File: src/core/hdt_pkg.sv
// shared constants, state codes and the state record of the link transmitter
package hdt_pkg;

  // register indices; byte address is four times the index
  localparam logic [9:0] IDX_CONFIG  = 10'h034;
  localparam logic [9:0] IDX_STATUS  = 10'h035;
  localparam logic [9:0] IDX_DATA    = 10'h036;
  localparam logic [9:0] IDX_OPTIONS = 10'h037;
  localparam int         ADDR_W      = 12;

  // configuration register fields
  localparam int BIT_EOP   = 4;
  localparam int BIT_IRQ_OUT_ENABLE  = 3;
  localparam int BIT_ABT   = 2;
  localparam int BIT_CRC   = 1;
  localparam int BIT_EN    = 0;
  // status register fields
  localparam int BIT_INT   = 1;
  localparam int BIT_UDR   = 0;
  // options register field
  localparam int BIT_ROUTE = 0;

  // line codes, sent least significant bit first
  localparam logic [7:0]  FLAG_CODE  = 8'h7e;
  localparam logic [7:0]  ABORT_CODE = 8'h7f;
  localparam logic [7:0]  MARK_CODE  = 8'hff;
  localparam logic [15:0] CRC_POLY   = 16'h1021;
  localparam logic [15:0] CRC_INIT   = 16'hffff;
  localparam logic [2:0]  STUFF_RUN  = 3'h5;
  localparam logic [4:0]  OCTET_LEN  = 5'h08;
  localparam logic [4:0]  FCS_LEN    = 5'h10;

  // bit period: clock rate and data link bit rate
  localparam int CLK_HZ      = 10000000;
  localparam int LINK_BPS    = 4000;
  localparam int BIT_CYCLES  = CLK_HZ / LINK_BPS;
  localparam int DIV_W       = 16;

  // transmitter states, one-hot
  typedef enum logic [7:0] {
    ST_OFF    = 8'h01,
    ST_FLAG   = 8'h02,
    ST_DATA   = 8'h04,
    ST_FCS    = 8'h08,
    ST_ABORT  = 8'h10,
    ST_UABORT = 8'h20,
    ST_UFLAG  = 8'h40,
    ST_MARK   = 8'h80
  } hdt_state_t;

  // whole state of the transmitter
  typedef struct packed {
    hdt_state_t        st;
    logic              eop;
    logic              irq_out_enable;
    logic              abort_request;
    logic              crc_en;
    logic              en;
    logic              route;
    logic              underrun_flag;
    logic              hold_full;
    logic [7:0]        hold_data;
    logic [15:0]       sh;
    logic [4:0]        cnt;
    logic [2:0]        ones;
    logic [15:0]       crc;
    logic [DIV_W-1:0]  div;
    logic              pready;
    logic              pslverr;
    logic [7:0]        prdata;
    logic              txd;
    logic              irq;
    logic              hirq;
  } hdt_regs_t;

endpackage

File: src/core/hdt_link_tx.sv
// hdlc facility data link transmitter with apb register access
`timescale 1ns/1ps

module hdt_link_tx #(
  parameter int BIT_DIV = hdt_pkg::BIT_CYCLES
) (
  input  wire logic                      pclk,
  input  wire logic                      presetn,
  input  wire logic                      psel,
  input  wire logic                      penable,
  input  wire logic                      pwrite,
  input  wire logic [hdt_pkg::ADDR_W-1:0] paddr,
  input  wire logic [31:0]               pwdata,
  output logic      [31:0]               prdata,
  output logic                           pready,
  output logic                           pslverr,
  output logic                           tx_link_data,
  output logic                           tx_link_irq_out,
  output logic                           host_irq_pin
);

  // elaboration check on the bit divider
  if (BIT_DIV < 2 || BIT_DIV > (1 << hdt_pkg::DIV_W))
  begin : g_bad_div
    $error("BIT_DIV out of range");
  end

  localparam logic [hdt_pkg::DIV_W-1:0] DIV_LAST =
    hdt_pkg::DIV_W'(BIT_DIV - 1);

  hdt_pkg::hdt_regs_t s_ff;
  hdt_pkg::hdt_regs_t nxt_s;

  // register decode, used for read mux and write strobes
  function automatic logic is_reg(input logic [hdt_pkg::ADDR_W-1:0] a,
                                  input logic [9:0] idx);
    is_reg = (a[hdt_pkg::ADDR_W-1:2] == idx) && (a[1:0] == 2'h0);
  endfunction

  // bit order swap so the fcs high bit leaves first
  function automatic logic [15:0] rev16(input logic [15:0] v);
    for (int i = 0; i < 16; i++)
    begin
      rev16[i] = v[15-i];
    end
  endfunction

  // outputs straight from the state record
  assign prdata          = {24'h000000, s_ff.prdata};
  assign pready          = s_ff.pready;
  assign pslverr         = s_ff.pslverr;
  assign tx_link_data    = s_ff.txd;
  assign tx_link_irq_out = s_ff.irq;
  assign host_irq_pin    = s_ff.hirq;

  // next state: bus slave, bit engine, symbol sequencer
  always_comb
  begin
    logic       acc;
    logic       done;
    logic       wr;
    logic       hit_cfg;
    logic       hit_sts;
    logic       hit_dat;
    logic       hit_opt;
    logic       tick;
    logic       b;
    logic       fb;
    logic       boundary;
    logic       start_data;
    logic [7:0] rd;
    nxt_s      = s_ff;
    acc        = psel & penable;
    done       = acc & s_ff.pready;
    wr         = done & pwrite;
    hit_cfg    = is_reg(paddr, hdt_pkg::IDX_CONFIG);
    hit_sts    = is_reg(paddr, hdt_pkg::IDX_STATUS);
    hit_dat    = is_reg(paddr, hdt_pkg::IDX_DATA);
    hit_opt    = is_reg(paddr, hdt_pkg::IDX_OPTIONS);
    tick       = (s_ff.div == DIV_LAST);
    b          = 1'b1;
    fb         = 1'b0;
    boundary   = 1'b0;
    start_data = 1'b0;
    rd         = 8'h00;

    // apb: one wait state, answer registered
    nxt_s.pready = acc & ~s_ff.pready;
    if (hit_cfg)
    begin
      rd[hdt_pkg::BIT_EOP]  = s_ff.eop;
      rd[hdt_pkg::BIT_IRQ_OUT_ENABLE] = s_ff.irq_out_enable;
      rd[hdt_pkg::BIT_ABT]  = s_ff.abort_request;
      rd[hdt_pkg::BIT_CRC]  = s_ff.crc_en;
      rd[hdt_pkg::BIT_EN]   = s_ff.en;
    end
    else if (hit_sts)
    begin
      rd[hdt_pkg::BIT_INT] = ~s_ff.hold_full;
      rd[hdt_pkg::BIT_UDR] = s_ff.underrun_flag;
    end
    else if (hit_dat)
    begin
      rd = s_ff.hold_data;
    end
    else if (hit_opt)
    begin
      rd[hdt_pkg::BIT_ROUTE] = s_ff.route;
    end
    if (acc & ~s_ff.pready)
    begin
      nxt_s.prdata  = pwrite ? 8'h00 : rd;
      nxt_s.pslverr = ~(hit_cfg | hit_sts | hit_dat | hit_opt);
    end
    else if (done)
    begin
      nxt_s.prdata  = 8'h00;
      nxt_s.pslverr = 1'b0;
    end

    // underrun flag: only a written zero clears it
    if (wr && hit_sts && !pwdata[hdt_pkg::BIT_UDR])
    begin
      nxt_s.underrun_flag = 1'b0;
    end

    // bit period divider
    nxt_s.div = tick ? '0 : s_ff.div + 1'b1;

    if (!s_ff.en)
    begin
      // disabled: line idles high, sequencer parked
      nxt_s.st   = hdt_pkg::ST_OFF;
      nxt_s.txd  = 1'b1;
      nxt_s.cnt  = 5'h00;
      nxt_s.ones = 3'h0;
    end
    else if (tick)
    begin
      if (s_ff.st == hdt_pkg::ST_OFF)
      begin
        nxt_s.txd = 1'b1;
        boundary  = 1'b1;
      end
      else if (s_ff.ones == hdt_pkg::STUFF_RUN)
      begin
        // transparency zero, nothing shifted
        nxt_s.txd  = 1'b0;
        nxt_s.ones = 3'h0;
      end
      else
      begin
        b         = s_ff.sh[0];  // lsb leaves first
        nxt_s.txd = b;
        nxt_s.sh  = {1'b0, s_ff.sh[15:1]};
        nxt_s.cnt = s_ff.cnt - 5'h01;
        if (s_ff.st == hdt_pkg::ST_DATA || s_ff.st == hdt_pkg::ST_FCS)
        begin
          nxt_s.ones = b ? s_ff.ones + 3'h1 : 3'h0;
        end
        else
        begin
          nxt_s.ones = 3'h0;  // no stuffing in flags or aborts
        end
        if (s_ff.st == hdt_pkg::ST_DATA)
        begin
          // crc over data bits in line order
          fb        = s_ff.crc[15] ^ b;
          nxt_s.crc = {s_ff.crc[14:0], 1'b0} ^
                      (fb ? hdt_pkg::CRC_POLY : 16'h0000);
        end
        boundary = (s_ff.cnt == 5'h01);
      end
    end

    // symbol sequencer at each octet end
    if (boundary)
    begin
      nxt_s.st  = hdt_pkg::ST_FLAG;  // default: idle flags
      nxt_s.sh  = {8'h00, hdt_pkg::FLAG_CODE};
      nxt_s.cnt = hdt_pkg::OCTET_LEN;
      case (s_ff.st)
        hdt_pkg::ST_DATA:
        begin
          if (s_ff.abort_request)
          begin
            nxt_s.st = hdt_pkg::ST_ABORT;
          end
          else if (s_ff.eop && !s_ff.hold_full)
          begin
            nxt_s.eop = 1'b0;
            if (s_ff.crc_en)
            begin
              // complemented crc, high bit first
              nxt_s.st  = hdt_pkg::ST_FCS;
              nxt_s.sh  = rev16(~nxt_s.crc);
              nxt_s.cnt = hdt_pkg::FCS_LEN;
            end
          end
          else if (s_ff.hold_full)
          begin
            start_data = 1'b1;
          end
          else
          begin
            nxt_s.underrun_flag = 1'b1;
            nxt_s.st  = hdt_pkg::ST_UABORT;
          end
        end
        hdt_pkg::ST_FCS:
        begin
          nxt_s.st = hdt_pkg::ST_FLAG;
        end
        hdt_pkg::ST_UABORT:
        begin
          nxt_s.st = hdt_pkg::ST_UFLAG;  // one flag after abort
        end
        hdt_pkg::ST_UFLAG,
        hdt_pkg::ST_MARK:
        begin
          if (s_ff.underrun_flag)
          begin
            nxt_s.st = hdt_pkg::ST_MARK;  // all-ones idle
          end
          else if (s_ff.abort_request)
          begin
            nxt_s.st = hdt_pkg::ST_ABORT;
          end
          else
          begin
            start_data = s_ff.hold_full;
          end
        end
        hdt_pkg::ST_OFF,
        hdt_pkg::ST_FLAG,
        hdt_pkg::ST_ABORT:
        begin
          if (s_ff.abort_request)
          begin
            nxt_s.st = hdt_pkg::ST_ABORT;  // repeat while set
          end
          else
          begin
            start_data = s_ff.hold_full && s_ff.st != hdt_pkg::ST_OFF;
          end
        end
        default:
        begin
          nxt_s.st = hdt_pkg::ST_FLAG;
        end
      endcase
      if (nxt_s.st == hdt_pkg::ST_ABORT)
      begin
        nxt_s.sh = {8'h00, hdt_pkg::ABORT_CODE};
      end
      else if (nxt_s.st == hdt_pkg::ST_UABORT)
      begin
        nxt_s.sh = {8'h00, hdt_pkg::ABORT_CODE};
      end
      else if (nxt_s.st == hdt_pkg::ST_MARK)
      begin
        nxt_s.sh = {8'h00, hdt_pkg::MARK_CODE};
      end
      if (start_data)
      begin
        // held byte moves to the shifter, request raised
        if (s_ff.st != hdt_pkg::ST_DATA)
        begin
          nxt_s.crc = hdt_pkg::CRC_INIT;
        end
        nxt_s.st        = hdt_pkg::ST_DATA;
        nxt_s.sh        = {8'h00, s_ff.hold_data};
        nxt_s.hold_full = 1'b0;
      end
    end

    // register writes after the engine so a fresh byte or setting wins
    if (wr && hit_cfg)
    begin
      nxt_s.eop    = pwdata[hdt_pkg::BIT_EOP];
      nxt_s.irq_out_enable   = pwdata[hdt_pkg::BIT_IRQ_OUT_ENABLE];
      nxt_s.abort_request    = pwdata[hdt_pkg::BIT_ABT];
      nxt_s.crc_en = pwdata[hdt_pkg::BIT_CRC];
      nxt_s.en     = pwdata[hdt_pkg::BIT_EN];
    end
    if (wr && hit_dat)
    begin
      nxt_s.hold_data = pwdata[7:0];
      nxt_s.hold_full = 1'b1;  // request withdrawn while byte waits
    end
    if (wr && hit_opt)
    begin
      nxt_s.route = pwdata[hdt_pkg::BIT_ROUTE];
    end

    // byte request onto the interrupt outputs
    nxt_s.irq  = nxt_s.en & nxt_s.irq_out_enable & ~nxt_s.hold_full;
    nxt_s.hirq = nxt_s.irq & nxt_s.route;
  end

  // state register
  always_ff @(posedge pclk or negedge presetn)
  begin
    if (!presetn)
    begin
      s_ff           <= '0;
      s_ff.st        <= hdt_pkg::ST_OFF;
      s_ff.txd       <= 1'b1;
      s_ff.crc       <= hdt_pkg::CRC_INIT;
    end
    else
    begin
      s_ff <= nxt_s;
    end
  end

endmodule // hdt_link_tx

File: config.mk
export PLATFORM = sky130hd
export DESIGN_NAME = hdt_link_tx
export DESIGN_NICKNAME = d
export VERILOG_FILES = /design/src/core/hdt_pkg.sv /design/src/core/hdt_link_tx.sv
export SDC_FILE = /design/constraint.sdc
export NUM_CORES = 1
export LEC_CHECK = 0
export ABC_AREA = 1
export BUFFER_PORTS_ARGS = -buffer_cell sky130_fd_sc_hd__clkbuf_2
export CAP_MARGIN = 20
export CORE_ASPECT_RATIO = 1.4
export CORE_MARGIN = 2
export CORE_UTILIZATION = 54
export CTS_BUF_LIST = sky130_fd_sc_hd__clkbuf_2 sky130_fd_sc_hd__clkbuf_4 sky130_fd_sc_hd__clkbuf_8
export DETAILED_ROUTE_END_ITERATION = 8
export GPL_TIMING_DRIVEN = 0
export PLACE_DENSITY_LB_ADDON = 0.05
export SETUP_SLACK_MARGIN = 0.15
export SYNTH_ARGS = -nofsm -noshare
export SYNTH_HDL_FRONTEND = slang
export SYNTH_SLANG_ARGS = --single-unit
export TNS_END_PERCENT = 30
File: constraint.sdc
create_clock -name pclk -period 3.4 [get_ports pclk]
set_clock_uncertainty 0.15 [all_clocks]
set_input_delay 0.34 -clock pclk [delete_from_list [all_inputs] [get_ports pclk]]
set_output_delay 0.34 -clock pclk [all_outputs]
set_load 0.05 [all_outputs]
==> run summary, run 1 <==
The initial antenna violation count came out at 0. The post-synthesis average cell area is about 8 µm². The first global-routing pass estimated 19.6 mm of wire. The Yosys warning count came out at 0. In this run the power density over the cells is between 300 and 400 nW/µm². The number of rows created at floorplan is 42.

The number of top-level pins came out at 86. TritonCTS created 9 clock buffers. The minimum setup slack among reg-to-reg paths is 1.09 ns. The CTS clock-pin slew for the worst setup and hold paths is 0.10 ns. Entering global routing, the biggest net connects 52 pins.

The weighted congestion at the end of routability-driven global placement came out at 0.925. The final worst-path cycle share came out at about two thirds. The number of H-tree levels came out at 3.

STA classifies the critical path startpoint as a flip-flop. The via count of the first global-routing pass was 4319. The path category of the worst min-delay check is primary input to flip-flop. Setup total negative slack on the finished layout was measured at 0 ns. For this run, the leading register cell type out of synthesis is dfrtp_1. The final routed wire length divided by cell count came out at 13.9 µm. The proportion of total power due to net switching came out at a little over a quarter. The count of inserted antenna diode cells came out at 0. The met3 wirelength from detailed routing is 415 µm. The fraction of power consumed by combinational cells is 7.4%.

Data arrives at the worst endpoint at between 2 and 2.5 ns. The endpoint identified for the worst register-to-register timing path is s_ff[51]. The initial core utilization came out at 55.3%. The core region area is 9410 µm². The critical path class is flip-flop to flip-flop. Once the clock tree was built, the setup fixing pass inserted 0 buffers. The share of post-route cells with drive strength above 1 came out at 22.1%.

The net switching power is roughly 520 µW. The number of design rule violations left after detail routing is 0. The final hold violation count came out at 0. The shortest period the worst path allows is 2.31 ns. The flip-flop and latch count after synthesis came out at 93. The die span in x is 87.0 µm. The number of violations reported at the end of detailed-routing iteration 0 is 210. The detailed-router iteration count before antenna repair came out at 4. The total clock sinks is 93.

The wire length on met1 came out at 4.72 mm. VDD sags by at most ~0.00021 V. The portion of synthesized area spent on multiplexers is 0.216%. The simple-gate share of the synthesized area came out at 25.1%. The dominant combinational cell family by area after synthesis is simple AND/OR/NAND/NOR gates. The area of the multi-input gates came out at 2250 µm². The number of enable-type register cells in the synthesized netlist is 0. The adder-cell share of the synthesized area is 1.20%. Measured on the finished design, the core utilization comes to 62.2%. The tree is rooted in a clkbuf_8. The number of port buffers is 37. Summing every instance area after synthesis gives 5200 µm². Across every metal layer, demand over resource in global routing totals about a quarter. The run finished with clean final reports.

The number of unique standard cell types used by synthesis is 48. The normalized max-slew margin came out at roughly 60%. The clock latency at the later pin of the worst-skew pair came out at 0.37 ns. For hold timing, the worst endpoint is s_ff[75]. STA classifies the critical path endpoint as a flip-flop. The synthesized instance count came out at 649.

The internal power component came out at 1490 µW. The cell count of the worst hold path is 3. The total overflow left after global routing is 0. The hold buffer count at CTS is 1. The leakage component of the power came out at approximately 0.003 µW.

The final setup violation count is 0. The number of nets at the end of the flow came out at 776. The number of max-cap violations is 0. The startpoint identified for the worst hold timing path is pwdata[6].

The worst reg-to-reg path cell count came out at 10. The largest fanout of any net on the critical path is 6. For the worst setup path, the data required time is ~3.5 ns. The share of the yosys chip area belonging to registers came out at 45.1%. The post-synthesis share of cell area spent on xor and xnor gates came out at approximately 1.7%.

After detailed routing, the total wire length is around 12 mm. The relative contribution of the clock network to total power is 37.4%. The number of cells upsized or downsized after cts is 0. Setup repair after global routing left no endpoint under its margin.

The die height is 120 µm. The actual slew at the worst max-slew pin came out at 0.603 ns. In this run the remaining antenna-violating nets after routing total 0. Detailed placement finished with a half-perimeter wire length of 8.81 mm.

The vias per cell came out at 5.31. The final-report max-slew violation count came out at 0. The post-synthesis async set-or-reset flop share came out at 100%. The die covers 10500 µm². The layout-stage area growth over the synthesis result came out at 12.4%. The peak clock frequency supported by timing is 432 MHz. The deepest clock path buffer count came out at 2. The launch point of the worst reg-to-reg path is s_ff[13]. The TritonCTS clock tree is done. The synthesized netlist devotes 13.3% of its cell area to compound gates. The topmost layer with routed signal wires is met4. The layout has roughly 860 filler cells. The wire length on met2 is about 6.1 mm. The share of total power in sequential cells came out at approximately 55%.

The total via count in the routed design came out at 4444. Power comes to just over 2000 µW. The area taken by flip-flops and latches is 2350 µm².
[final cells by class]
cell class | instances | share of cell area, %
sequential | 93 | 40.2
multi-input combinational | 441 | 38.5
inverter | 94 | 6.16
buffer | 44 | 5.67
timing repair buffer | 39 | 3.85
tap | 110 | 2.35
clock buffer | 9 | 2.12
clock inverter | 7 | 1.24
[worst max-delay path: stages (launching register included)]
cell and delay (ns):
dfrtp_1 0.38, ha_1 0.27, nand3_1 0.15, nor2_1 0.12
nand2_1 0.13, nor2_2 0.22, inv_1 0.08, nor2_1 0.24
nand4_1 0.24, o211ai_1 0.16, nand2_1 0.07
[cells in the final DEF (no fill, tap or decap), types with 5 or more instances in the layout]
| cell | n |
|---|---|
| a21oi_1 | 35 |
| a21oi_2 | 9 |
| buf_4 | 33 |
| buf_6 | 5 |
| clkbuf_2 | 36 |
| clkbuf_8 | 9 |
| conb_1 | 24 |
| dfrtp_1 | 75 |
| dfstp_2 | 18 |
| ha_1 | 5 |
| inv_1 | 83 |
| inv_2 | 7 |
| nand2_1 | 123 |
| nand2_2 | 7 |
| nand3_1 | 43 |
| nand4_1 | 12 |
| nor2_1 | 62 |
| nor2_2 | 7 |
| nor2_4 | 5 |
| nor3_1 | 13 |
| o21ai_0 | 34 |
| o21ai_1 | 14 |
| xor2_1 | 7 |
[synthesized netlist by cell type, drive strengths merged (2+ instances only)]
master	instances	share of area, %
a21oi	44	4.9
ha	5	1.2
xor2	7	1.2
a31oi	3	0.36
nand4	12	1.4
o21a	2	0.29
o32ai	2	0.34
a22o	3	0.50
nor3	15	1.6
nor3b	2	0.29
buf	42	6.2
o22ai	4	0.48
o41ai	4	0.67
dfstp	18	9.1
nor2	74	6.4
o21ai	49	4.8
clkinv	4	0.43
nand3	44	4.5
nor4	2	0.24
inv	90	6.5
xnor2	3	0.50
clkbuf	2	0.14
dfrtp	75	36
nand2	133	10
[metal layers]
layer / vias up / track usage, %
met5: - / 0
met4: 0 / 12.7
met3: 32 / 3.03
met2: 120 / 40.7
met1: 2088 / 28.6
li1: 2204 / -
[logic make-up (layout without fill, tap and decap cells)]
group / Yosys count / count (layout)
buffers and inverters: 138 / 193
multiplexers: 1 / 1
flip-flops: 93 / 93
other: 1 / 24
XOR/XNOR: 10 / 10
AO/OA/AOI/OAI: 117 / 117
AND/OR/NAND/NOR: 284 / 284
adder cells (fa/ha/maj): 5 / 5
[registers in the layout, summed over array words and instances, names as in the netlist]
name	cells
host_irq_pin	1
prdata	8
pready	1
pslverr	1
s_ff	80
tx_link_data	1
tx_link_irq_out	1
[through the flow]
stage               setup WS [ns]  cells  hold WS [ns]  cell area, µm²
floorplan                    1.48    672        -0.106            5290
global placement            0.715    819         0.294            5610
detailed placement           1.13    820         0.266            5640
CTS                          1.09    837        0.0128            5850
global route                0.784    837        0.0213            5850
finish                       1.09    837        0.0250            5850
[power by group through the flow]
stage | Sequential [µW] | Combinational [µW] | Clock, µW
global placement | 1130 | 144 | 0
CTS | 1110 | 150 | 765
detailed placement | 1130 | 149 | 0
finish | 1110 | 149 | 754
floorplan | 1140 | 91.1 | 0
global route | 1110 | 162 | 826
[worst max path at each step]
| stage | startpoint | to | slack (ns) | cells past startpoint |
|---|---|---|---|---|
| 2_1_floorplan | pready | s_ff[71] | 1.48 | 6 |
| 4_1_cts | s_ff[45] | s_ff[39] | 1.09 | 9 |
| 5_1_grt | s_ff[13] | s_ff[51] | 0.78 | 10 |
| 3_5_place_dp | s_ff[13] | s_ff[51] | 1.13 | 10 |
| 3_3_place_gp | presetn | prdata[6] | 0.72 | 1 |
| 6_report | s_ff[13] | s_ff[51] | 1.09 | 10 |
Power figures use the tool's default switching activity.
==> run 2, diff against run 1 <==
--- a/config.mk
+++ b/config.mk
@@ -10,7 +10,7 @@
 export CAP_MARGIN = 20
 export CORE_ASPECT_RATIO = 1.4
 export CORE_MARGIN = 2
-export CORE_UTILIZATION = 54
+export CORE_UTILIZATION = 53
 export CTS_BUF_LIST = sky130_fd_sc_hd__clkbuf_2 sky130_fd_sc_hd__clkbuf_4 sky130_fd_sc_hd__clkbuf_8
 export DETAILED_ROUTE_END_ITERATION = 8
 export GPL_TIMING_DRIVEN = 0
==> constraint.sdc (replaced) <==
create_clock -name pclk -period 1.9 [get_ports pclk]
set_clock_uncertainty 0.15 [all_clocks]
set_input_delay 0.19 -clock pclk [delete_from_list [all_inputs] [get_ports pclk]]
set_output_delay 0.19 -clock pclk [all_outputs]
set_load 0.05 [all_outputs]
==> run summary, run 2 (synthesized netlist as in run 1, its figures left out) <==
The run finished, with violations left. The final reports fail on negative setup slack. For the worst setup path, the data required time is between 2 and 2.5 ns.

In this run the horizontal extent of the chip is 87.8 µm. Clock latency on the worst-skew pair, taken at its later pin, is 0.37 ns. The final setup violation count is 23. The tree is rooted in a clkbuf_8.

The combined global-route utilization of all metal layers is 25.1%. The vias per cell came out at 5.15. Once detail routing completed, the nets flagged for antenna violations numbered 0. The cell count after placement is 842.

The die is ~120 µm tall. The detailed-router iteration count before antenna repair came out at 4. Of the total power, the share spent switching nets is 26.2%.

The critical path endpoint category is a flip-flop. Leaving out fill and tap cells, the most frequent cell in the layout is nand2_1. The worst reg-to-reg path cell count is 11.

The total via count in the routed design came out at 4636. The number of max-cap violations is 0. The shortest period the worst path allows came out at 2.01 ns. The register with the most flip-flops in the final layout is s_ff. The peak clock frequency supported by timing came out at 498 MHz. The number of violations reported at the end of detailed-routing iteration 0 came out at between 150 and 200. The power per cell area is between 500 and 600 nW/µm². The initial antenna violation count was 0.

The worst setup path is of the flip-flop to flip-flop kind. The normalized max-slew margin came out at 55.2%. The minimum setup slack among reg-to-reg paths came out at -0.11 ns.

Counting instances, the worst hold path has a depth of 4. Summed over all nets, the switching power comes to 957 µW. The layout-stage area growth over the synthesis result came out at 30.8%. At the pin with the least slew margin, the transition time is 0.673 ns. The final-report max-slew violation count is 0. The total clock sinks came out at 93. The core region area is 9510 µm². The number of design rule violations left after detail routing came out at 0.

The fraction of power consumed by combinational cells came out at 7.8%. Once routing completed, OpenROAD measured the worst setup slack at -0.106 ns. Setup repair after global routing could not meet its margin everywhere. The startpoint identified for the worst register-to-register timing path is s_ff[13]. The startpoint identified for the worst hold timing path is pwrite. The arrival time of data at the critical path endpoint came out at 2.17 ns.

The worst-case IR drop observed on VDD is 0.000387 V. The final worst-path cycle share came out at 106%. The via count of the first global-routing pass is 4674. The leakage component of the power is 0.00338 µW. The largest fanout of any net on the critical path is 7.

The library cells used most frequently in the layout, excluding fill and tap cells, are nand2_1, dfrtp_1, inv_1, buf_4, nor2_1. The filler cell count in the final layout is 743. The CTS clock-pin slew for the worst setup and hold paths is 0.10 ns.

The final cell count without fillers is 901. The internal power component is 2690 µW. The number of flip-flops in the largest register is 80. The number of H-tree levels is 3.

STA classifies the critical path startpoint as a flip-flop. The weighted congestion at the end of routability-driven global placement came out at 0.862. The path category of the worst min-delay check is primary input to flip-flop. TritonCTS built the clock tree. The total congestion overflow after global routing came out at 0. The final hold violation count is 0. The number of port buffers came out at 37. The setup TNS is -1.52 ns. The first-pass GRT wire length is 21.0 mm.

The relative contribution of the clock network to total power is 37.7%. The initial core utilization is 54.7%. 0 antenna diodes ended up in the layout. The post-detailed-routing wire length came out at 12.7 mm. The startpoint of the most critical setup path is s_ff[13]. The deepest clock path buffer count came out at 2. The floorplan die area came out at about 11000 µm². The share of post-route cells with drive strength above 1 came out at 36.2%. Registers are responsible for 54.5% of the overall power. The final routed wire length divided by cell count came out at 14.1 µm. The half-perimeter wire length after placement is 8.97 mm.

The CTS buffer count is 9. In this run the count of I/O pins placed on the die edge is 86. The number of nets at the end of the flow came out at 818. The number of rows created at floorplan is 42.

The pin count of the biggest net entering global routing is 48.
## run 2: stage by stage
stage          instance area (µm²)  setup WS [ns]  hold slack, ns  power [µW]  utilization (%)
2_1_floorplan                 5390         0.0904          -0.256        2200                -
3_3_place_gp                  5740         -0.841           0.251        2280             60.4
3_5_place_dp                  5770         -0.289           0.144        2290             60.7
4_1_cts                       6470        -0.0605          0.0638        3680             68.0
5_1_grt                       6810         -0.217          0.0855        3790             71.6
6_report                      6810         -0.106          0.0699        3650             71.6
## run 2: what timing repair did
item / 4_1_cts / 5_1_grt
pin swaps: 17 / 25
hold endpoints to repair: 47 / 0
cloned: 2 / 2
gates resized for setup: 59 / 66
setup buffers: 21 / 8
hold buffers: 10 / 0
endpoints found under the setup margin: 65 / 69
## run 2: area by class of cell
class | instances | area (µm²) | share of cell area, %
well taps | 132 | 165 | 2.43
clock inverters | 7 | 80.1 | 1.18
multi-input cells | 441 | 2700 | 39.7
flip-flops and latches | 93 | 2350 | 34.6
plain buffers | 44 | 385 | 5.66
inverters | 94 | 370 | 5.44
clock buffers | 9 | 124 | 1.82
repair buffers | 81 | 629 | 9.24
## run 2: worst max-delay path, stage by stage (launching register included)
cell       delay, ns
dfrtp_1         0.39
buf_6           0.11
ha_4            0.15
nand3_4         0.09
nor2_4          0.11
nand2_4         0.09
nor2_4          0.19
nand2_4         0.12
clkbuf_16       0.19
a21oi_2         0.16
o21ai_1         0.09
a21oi_2         0.11
## run 2: final timing paths
check	to
max	s_ff[58]
min	prdata[0]
max reg2reg	s_ff[58]
min reg2reg	pready
max in group asynchronous	s_ff[85]
min in group asynchronous	s_ff[21]
## run 2: power by group through the flow
stage | registers (µW) | logic (µW) | clock network (µW)
6_report | 1990 | 286 | 1370
5_1_grt | 1990 | 309 | 1500
4_1_cts | 1990 | 284 | 1410
3_5_place_dp | 2020 | 268 | 0
3_3_place_gp | 2030 | 258 | 0
2_1_floorplan | 2040 | 164 | 0
## run 2: metal layers
layer | track usage (%) | up-vias | part of all wire, %
li1 | - | 2289 | -
met5 | 0 | - | 0
met1 | 28.3 | 2222 | 39
met2 | 45.7 | 94 | 55
met4 | 12.7 | 0 | 3.2
met3 | 2.59 | 31 | 2.7
